**config.mk**
```make
export PLATFORM = sky130hd
export DESIGN_NAME = rfs_status
export DESIGN_NICKNAME = d
export VERILOG_FILES = /design/src/pkg/rfs_pkg.sv /design/src/design/rfs_status.sv
export SDC_FILE = /design/constraint.sdc
export NUM_CORES = 1
export LEC_CHECK = 0
export BUFFER_PORTS_ARGS = -buffer_cell sky130_fd_sc_hd__clkbuf_2
export CAP_MARGIN = 10
export CORE_ASPECT_RATIO = 1.5
export CORE_MARGIN = 2
export CORE_UTILIZATION = 50
export CTS_BUF_LIST = sky130_fd_sc_hd__clkbuf_8
export DETAILED_ROUTE_END_ITERATION = 6
export GPL_ROUTABILITY_DRIVEN = 0
export GPL_TIMING_DRIVEN = 0
export PLACE_DENSITY = 0.81
export RECOVER_POWER = 50
export SETUP_SLACK_MARGIN = 0.15
export SLEW_MARGIN = 20
export SYNTH_ARGS = -nofsm -noshare
export SYNTH_HDL_FRONTEND = slang
export SYNTH_SLANG_ARGS = --single-unit
export TNS_END_PERCENT = 10
```
**constraint.sdc**
```tcl
create_clock -name ref_clk -period 2.2 [get_ports ref_clk]
set_input_delay 0 -clock ref_clk [delete_from_list [all_inputs] [get_ports ref_clk]]
set_output_delay 0 -clock ref_clk [all_outputs]
set_load 0.02 [all_outputs]
```
**src/pkg/rfs_pkg.sv**
```systemverilog
// Package for the receive frame status word block
package rfs_pkg;
   // Status word bit positions, and the global status watchdog bit
   localparam int BIT_OVF    = 0;
   localparam int BIT_CRC    = 1;
   localparam int BIT_DRIB   = 2;
   localparam int BIT_ONE    = 3;
   localparam int BIT_WDOG   = 4;
   localparam int BIT_FTYPE  = 5;
   localparam int BIT_LATE   = 6;
   localparam int BIT_LONG   = 7;
   localparam int BIT_LAST   = 8;
   localparam int BIT_RUNT   = 11;
   localparam int BIT_DERR   = 14;
   localparam int BIT_ESUM   = 15;
   localparam int FL_LSB     = 16;
   localparam int FL_MSB     = 30;
   localparam int GSR_WDOG   = 9;
   // Frame limits in bytes
   localparam logic [14:0] MAX_FRAME    = 15'h05ee;
   localparam logic [15:0] MAX_LEN_FLD  = 16'h05dc;
   localparam logic [14:0] LATE_BYTES   = 15'h0040;
   localparam logic [14:0] WDOG_BYTES   = 15'h0800;
   localparam logic [14:0] TYPE_MIN_LEN = 15'h000e;
   // Dribble bit values and status word reset value
   localparam logic [2:0]  DRIB_MII     = 3'h4;
   localparam logic [2:0]  DRIB_SER     = 3'h3;
   localparam logic [31:0] WORD_RESET   = 32'h0000_0008;

   // Per-frame end information from the receive path
   typedef struct packed {
      logic        last_desc;
      logic        runt;
      logic        desc_err;
      logic        crc_bad;
      logic        fifo_ovf;
      logic [2:0]  drib_bits;
      logic [14:0] length;
      logic [15:0] len_type;
   } rfs_end_t;
endpackage

```
**src/design/rfs_status.sv**
```systemverilog
// Builds the status bits and frame length field of the receive status word
`timescale 1ns/1ps
module rfs_status
   import rfs_pkg::*;
(
   // Clock and reset
   input  wire logic        ref_clk,
   input  wire logic        rstn,
   // Receive path events
   input  wire logic        rx_start,
   input  wire logic        rx_byte,
   input  wire logic        rx_collision,
   input  wire logic        rx_phy_err,
   input  wire logic        symbol_mode,
   input  wire logic        rx_end,
   input  wire rfs_end_t    rx_info,
   // Status word and global status
   output logic      [31:0] rx_status_word,
   output logic             rx_status_valid,
   output logic             gsr_wdog_set
);
   typedef enum logic [1:0] {
      RFS_IDLE = 2'b01,
      RFS_RECV = 2'b10
   } rfs_state_t;

   rfs_state_t  state;
   rfs_state_t  next_state;
   logic [14:0] count;
   logic [14:0] next_count;
   logic        late;
   logic        next_late;
   logic        wdog;
   logic        next_wdog;
   logic        phy_err;
   logic        next_phy_err;
   logic [31:0] next_word;
   logic        next_valid;
   logic        next_gsr;
   logic        ovf_n;
   logic        crc_n;
   logic        drib_n;
   logic        long_n;
   logic        late_n;
   logic        wdog_n;
   logic        ftype_n;

   always_comb begin
      next_state   = state;
      next_count   = count;
      next_late    = late;
      next_wdog    = wdog;
      next_phy_err = phy_err;
      unique case (state)
         RFS_IDLE: begin
            if (rx_start) begin
               next_state   = RFS_RECV;
               next_count   = '0;
               next_late    = 1'b0;
               next_wdog    = 1'b0;
               next_phy_err = rx_phy_err;
            end
         end
         RFS_RECV: begin
            // Bytes counted until count reaches all ones, then held; never cut short
            if (rx_byte && count != '1) begin
               next_count = count + 15'h0001;
            end
            if (rx_collision && count >= LATE_BYTES) begin
               next_late = 1'b1;
            end
            if (count >= WDOG_BYTES) begin
               next_wdog = 1'b1;
            end
            if (rx_phy_err) begin
               next_phy_err = 1'b1;
            end
            if (rx_end) begin
               next_state = RFS_IDLE;
            end
         end
         default: next_state = RFS_IDLE;
      endcase
   end

   always_ff @(posedge ref_clk) begin
      if (!rstn) begin
         state   <= RFS_IDLE;
         count   <= '0;
         late    <= 1'b0;
         wdog    <= 1'b0;
         phy_err <= 1'b0;
      end else begin
         state   <= next_state;
         count   <= next_count;
         late    <= next_late;
         wdog    <= next_wdog;
         phy_err <= next_phy_err;
      end
   end

   // Flag values at frame end
   always_comb begin
      long_n  = rx_info.length > MAX_FRAME;
      late_n  = late | (rx_collision && count >= LATE_BYTES);
      wdog_n  = wdog | (count >= WDOG_BYTES);
      ftype_n = rx_info.len_type > MAX_LEN_FLD;
      crc_n   = rx_info.crc_bad | phy_err | rx_phy_err;
      ovf_n   = rx_info.fifo_ovf;
      drib_n  = symbol_mode ? (rx_info.drib_bits == DRIB_MII)
                            : (rx_info.drib_bits >= DRIB_SER);
   end

   always_comb begin
      next_word  = rx_status_word;
      next_valid = 1'b0;
      next_gsr   = 1'b0;
      if (state == RFS_RECV && rx_end) begin
         next_word              = WORD_RESET;
         next_word[BIT_OVF]     = ovf_n;
         next_word[BIT_CRC]     = crc_n;
         next_word[BIT_DRIB]    = drib_n;
         next_word[BIT_ONE]     = 1'b1;
         next_word[BIT_WDOG]    = wdog_n;
         next_word[BIT_FTYPE]   = ftype_n;
         next_word[BIT_LATE]    = late_n;
         next_word[BIT_LONG]    = long_n;
         next_word[BIT_LAST]    = rx_info.last_desc;
         next_word[BIT_RUNT]    = rx_info.runt;
         next_word[BIT_DERR]    = rx_info.desc_err;
         next_word[BIT_ESUM]    = ovf_n | crc_n | late_n | long_n
                                  | rx_info.runt | rx_info.desc_err;
         next_word[FL_MSB:FL_LSB] = rx_info.length;
         next_valid             = 1'b1;
         next_gsr               = wdog_n;
      end
   end

   always_ff @(posedge ref_clk) begin
      if (!rstn) begin
         rx_status_word  <= WORD_RESET;
         rx_status_valid <= 1'b0;
         gsr_wdog_set    <= 1'b0;
      end else begin
         rx_status_word  <= next_word;
         rx_status_valid <= next_valid;
         gsr_wdog_set    <= next_gsr;
      end
   end

   a_fixed_one: assert property (
      @(posedge ref_clk) disable iff (!rstn)
      rx_status_word[BIT_ONE])
      else $error("fixed bit low");
   a_wdog_gsr: assert property (
      @(posedge ref_clk) disable iff (!rstn)
      rx_status_valid |-> gsr_wdog_set == rx_status_word[BIT_WDOG])
      else $error("watchdog global bit mismatch");
   a_esum_or: assert property (
      @(posedge ref_clk) disable iff (!rstn)
      rx_status_valid |-> rx_status_word[BIT_ESUM] ==
      (|{rx_status_word[BIT_OVF], rx_status_word[BIT_CRC],
         rx_status_word[BIT_LATE], rx_status_word[BIT_LONG],
         rx_status_word[BIT_RUNT], rx_status_word[BIT_DERR]}))
      else $error("error summary mismatch");
   a_long_len: assert property (
      @(posedge ref_clk) disable iff (!rstn)
      rx_status_valid |-> rx_status_word[BIT_LONG] ==
      (rx_status_word[FL_MSB:FL_LSB] > MAX_FRAME))
      else $error("too-long flag wrong");
   a_ftype_set: assert property (
      @(posedge ref_clk) disable iff (!rstn)
      state == RFS_RECV && rx_end |=> rx_status_word[BIT_FTYPE] ==
      ($past(rx_info.len_type) > MAX_LEN_FLD))
      else $error("frame type flag wrong");
   a_phy_crc: assert property (
      @(posedge ref_clk) disable iff (!rstn)
      state == RFS_RECV && rx_end && phy_err
      |=> rx_status_word[BIT_CRC])
      else $error("phy error lost");
   a_crc_bad: assert property (
      @(posedge ref_clk) disable iff (!rstn)
      state == RFS_RECV && rx_end && rx_info.crc_bad
      |=> rx_status_word[BIT_CRC])
      else $error("crc flag missing");
   a_ovf_flag: assert property (
      @(posedge ref_clk) disable iff (!rstn)
      state == RFS_RECV && rx_end |=>
      rx_status_word[BIT_OVF] == $past(rx_info.fifo_ovf))
      else $error("overflow flag wrong");
   a_drib_mii: assert property (
      @(posedge ref_clk) disable iff (!rstn)
      state == RFS_RECV && rx_end && symbol_mode |=>
      rx_status_word[BIT_DRIB] == ($past(rx_info.drib_bits) == DRIB_MII))
      else $error("dribble flag wrong");
   a_drib_ser: assert property (
      @(posedge ref_clk) disable iff (!rstn)
      state == RFS_RECV && rx_end && !symbol_mode |=>
      rx_status_word[BIT_DRIB] == ($past(rx_info.drib_bits) >= DRIB_SER))
      else $error("serial dribble flag wrong");
   a_late_word: assert property (
      @(posedge ref_clk) disable iff (!rstn)
      state == RFS_RECV && rx_end && late |=> rx_status_word[BIT_LATE])
      else $error("late collision lost");
   a_wdog_flag: assert property (
      @(posedge ref_clk) disable iff (!rstn)
      state == RFS_RECV && rx_end && count >= WDOG_BYTES
      |=> rx_status_word[BIT_WDOG] && gsr_wdog_set)
      else $error("watchdog flag missing");
   a_no_trunc: assert property (
      @(posedge ref_clk) disable iff (!rstn)
      state == RFS_RECV && rx_byte && !rx_end && count != '1
      |=> state == RFS_RECV && count == $past(count) + 15'h0001)
      else $error("frame reception cut short");
   c_frame_done: cover property (@(posedge ref_clk) rx_status_valid);
   c_drib_seen: cover property (@(posedge ref_clk)
      rx_status_valid && rx_status_word[BIT_DRIB]);
   c_wdog_hit: cover property (@(posedge ref_clk) gsr_wdog_set);
   c_late_col: cover property (@(posedge ref_clk)
      rx_status_valid && rx_status_word[BIT_LATE]);
endmodule

```
* Yosys cells after proc, flatten, opt, wreduce, memory -nomap -nowiden
Cells that the tools add are included.
** Cells by class
- Reduce and logical (&&, ||, !) cells :: 10
- Order comparisons :: 5
- Multiplexer cells :: 16
- Equality and inequality tests :: 10
- $add $sub $neg :: 1
- Bitwise logic cells :: 9
** Operators with widths (number)
- $mux 15 :: 2
- $pmux 15 s2 :: 1
- $gt 16x11->1 const B :: 1
- $add 15x1->15 const B :: 1
- $ge 15x12->1 const B :: 1
- $ge 15x7->1 const B :: 1
- $gt 15x11->1 const B :: 1
- $ne 15x15->1 const B :: 1
- $ne 2x2->1 const B :: 6
- $reduce_and 3->1 :: 4
- $or 1x1->1 :: 9
- $mux 1 :: 7
- $pmux 1 s2 :: 3
- $mux 2 :: 2
- $pmux 2 s2 :: 1
- $reduce_and 2->1 :: 2
- $eq 3x3->1 const B :: 1
- $ge 3x2->1 const B :: 1
- $logic_and 1x1->1 :: 3
- $eq 2x1->1 const B :: 1
- $eq 2x2->1 const B :: 1
- $reduce_bool 2->1 :: 1
** Storage, ports and cells
- Register bits after elaboration :: 48
- Logic and storage cells :: 59
- Input port bits :: 47
- Output and inout bits :: 34

* Logic depth before layout (Yosys ltp)
- Depth after elaboration :: 7
- Gate-level depth with buffers :: 7
- Gate-level depth less buffers :: 5

* Least setup slack after synthesis
OpenSTA, ideal clock, no wires.
- Path kind :: register -> register
- From :: register count[11]
- To :: register late
- Data required time :: 2072 ps
- Period minus slack after synthesis :: 1551 ps
- Buffers on the path :: 0
- Setup time :: 128 ps
- Cell stages (with the launch flop) :: 5
- Data arrival time :: 1423 ps
- Slack :: 649 ps
- Path through :: dfxtp_1 -> or4_1 -> o32a_1 -> mux2i_1 -> nor2_1
** On the way
- Cells in the longest elaborated chain, start to end :: 4
** RTL lines
- start: declaration :: RTL line rfs_status.sv:29 : logic [14:0] count;
- start signal: assignment :: RTL line rfs_status.sv:95 : count <= next_count;
- $ge 15x7->1 :: RTL line rfs_status.sv:69 : if (rx_collision && count >= LATE_BYTES) begin
- $logic_and 1x1->1 :: RTL line rfs_status.sv:69
- $ne 2x2->1 (no source line)
- $reduce_and 3->1 (no source line)
- end signal: assignment :: RTL line rfs_status.sv:96 : late <= next_late;
- end: declaration :: RTL line rfs_status.sv:31 : logic late;
No other way between the ends.
A chain may end at the register's enable or synchronous reset.

* Worst setup path in the final report
- From :: register state[1]
- To :: register rx_status_word[20]
** On the way
- Cells in the longest elaborated chain, start to end :: 2
** RTL lines
- start: declaration :: RTL line rfs_status.sv:27 : rfs_state_t state;
- start signal: assignment :: RTL line rfs_status.sv:94 : state <= next_state;
- $eq 2x2->1 :: RTL line rfs_status.sv:118 : if (state == RFS_RECV && rx_end) begin
- $logic_and 1x1->1 :: RTL line rfs_status.sv:118
- end signal: assignment :: RTL line rfs_status.sv:145 : rx_status_word <= next_word;
- end: declaration :: RTL line rfs_status.sv:18 : output logic [31:0] rx_status_word,
No other way between the ends.

==> results.cfg <==
[run_status]
status = finished, final reports clean

[sta]
finalHoldViolations = 0
setup_viol = 0
finalMaxSlewViolations = 0
rsz0062_at_grt = false
finalSetupTns_ps = 0
fin_crit_ps = 1770
finClkSkew_ps = 6.33
fin_crit_sh = 0.805
worst_pin_slew_ps = 546
slew_headroom = 0.633
max_freq_mhz = 565
worst_slack_ps = 429

[synthesis]
synth-seq-cells = 48
synthTopCellsByArea = dfxtp_1, nand2_1, a21oi_1
ys.flop_type = dfxtp_1
netlist-cell-type-count = 43
synth_edf_count = 0
synth_seq_area_share = 0.453
yosys_warnings = 0
mappedNetlistArea_um2 = 2120
synth_cells = 257
syn_avg_cell_area_um2 = 8.25
yosysTopAreaCell = dfxtp_1
ys_async_sr_fraction = 0
synth_top_area_frac = 0.453

[critical_path]
path_class = reg2reg
reg2reg_from = state[1]
end_kind = flop
crit_path_max_fanout = 10
startpoint = state[1]
cp.required_ps = 2430
worstPathArrival_ps = 2000
start_kind = flop

[floorplanning]
dieWidth_um = 57.2
coreArea_um2 = 4140
die_area_um2 = 4790
ios = 81
start_util = 0.513
rows = 29
die_y_um = 83.8

[finish]
area_growth_pct = 35.1
utilization = 0.693
num_antenna_cells = 0
finalNetCount = 417
stdcell_count = 414
mostFrequentLayoutCell = nand2_1
mostFrequentLayoutCells = nand2_1, dfxtp_1, clkbuf_2
post_route_cells_drive_above_1_share = 0.177

[global_route]
grt_use_total = 0.248
antenna_found_initial = 0
grt_pass1_wl_um = 9490
grt_remaining_overflow = 0
grt_pass1_vias = 2159
grt_max_degree = 14

[clocking]
h-tree-depth = 2
cts_num_sinks = 48
clkLatencyLatePin_ps = 300
numCtsBuffers = 5
clk_pin_slew_ps = 80
postCtsSetupRepairBufs = 0
cts_root_buf = clkbuf_8
cts_tree = done
clockBufferDepth = 2

[routing]
via_count = 2288
viasPerCell = 5.53
drt-initial-drc-count = 176
drcViolationCount = 0
firstDrtPassIters = 4
ant_nets = 0
routed_wl_um = 5810
wl_per_cell_um = 14.0

[pwr]
swShare = 0.234
combPwrFrac = 0.109
p_total_mw = 1.53
power_frac_clock = 0.315
seqPwrFrac = 0.576
p_leak_nw = 1.10
p_int_mw = 1.17
ir_drop_uv = 587
power_density_nw_per_um2 = 535
switchingPower_mw = 0.359

[hold_path]
min_from = rx_info[9]
hold_path_class = in2reg

[placed_design]
placedCellCount = 381
dp_hpwl_um = 4020
numPortBuffers = 74
pre_cts_slack_ps = 357

[run]
maxCapViolCount = 0
==> area by class of cell <==
cell class                      count  area [µm²]
Fill cell                         368        1270
Inverter                            8        30.0
Clock inverter                      2        8.76
Clock buffer                        5        68.8
Multi-Input combinational cell    189        1060
Tap cell                           46        57.6
Buffer                             16        85.1
Sequential cell                    48         961
Timing Repair Buffer              100         596
==> repair_timing <==
action / 4_1_cts / 5_1_grt
hold buffers: 26 / 0
setup endpoints to repair: 0 / 1
resized for setup: 0 / 1
endpoints found under the hold margin: 24 / 0
==> critical path, cell delays in order, from the launching register on <==
cell	delay, ps
dfxtp_1	380
nor2b_1	130
buf_2	180
and2_0	160
clkbuf_1	340
buf_2	290
nand2_1	100
a21oi_1	120
==> worst paths after layout <==
| kind | endpoint | slack [ps] | cells past startpoint |
|---|---|---|---|
| max | rx_status_word[20] | 430 | 7 |
| min | rx_status_word[5] | 30 | 3 |
| max reg2reg | rx_status_word[20] | 430 | 7 |
| min reg2reg | rx_status_word[19] | 460 | 2 |
==> layer usage <==
metal	vias up	GRT usage	share of wire
met5	-	0	0
met4	0	0.0846	0.016
met3	10	0.0558	0.051
met2	63	0.475	0.56
met1	1078	0.253	0.37
li1	1137	-	-
==> state kept, by name (all words and copies together) (netlist names) <==
| register | cells |
|---|---|
| count | 15 |
| gsr_wdog_set | 1 |
| late | 1 |
| phy_err | 1 |
| rx_status_valid | 1 |
| rx_status_word | 26 |
| state | 2 |
| wdog | 1 |
==> power by group through the flow <==
stage | Combinational, mW | Clock, mW | Sequential, mW
finish | 0.167 | 0.483 | 0.883
CTS | 0.164 | 0.494 | 0.883
floorplan | 0.0572 | 0 | 0.909
global route | 0.181 | 0.535 | 0.885
global placement | 0.126 | 0 | 0.904
detailed placement | 0.128 | 0 | 0.904
==> through the flow <==
stage,hold slack [ps],instance area [µm²]
finish,28.9,2870
global route,50.2,2870
CTS,25.0,2900
detailed placement,241,2560
global placement,226,2560
floorplan,108,2140
==> synthesized netlist by cell type, types with 2 or more instances <==
library cell and count:
nand3_1 6, or4_1 11, inv_1 7, mux2i_1 2, nor4_1 2, a21oi_1 36, buf_4 6, clkbuf_1 6
conb_1 2, nor2_1 10, o31ai_1 7, nor3_1 4, dfxtp_1 48, or3_1 6, buf_2 4, nand2_1 52
a2111oi_0 2, nand4_1 7, o21ai_0 9, and4_1 2, nor2b_1 2, o211ai_1 2, ha_1 2, a31oi_1 2
nand3b_1 2
==> logic make-up (layout without fill, tap and decap cells) <==
kind of cell,count (synthesis),after routing,synth area share
AND/OR/NAND/NOR,112,112,0.277
AO/OA/AOI/OAI,67,67,0.189
flip-flops,48,48,0.453
buffers and inverters,24,131,0.0555
adder cells (fa/ha/maj),2,2,0.0118
other,2,6,0.00354
multiplexers,2,2,0.00944
Note: power is estimated with default switching activity, not from simulation.
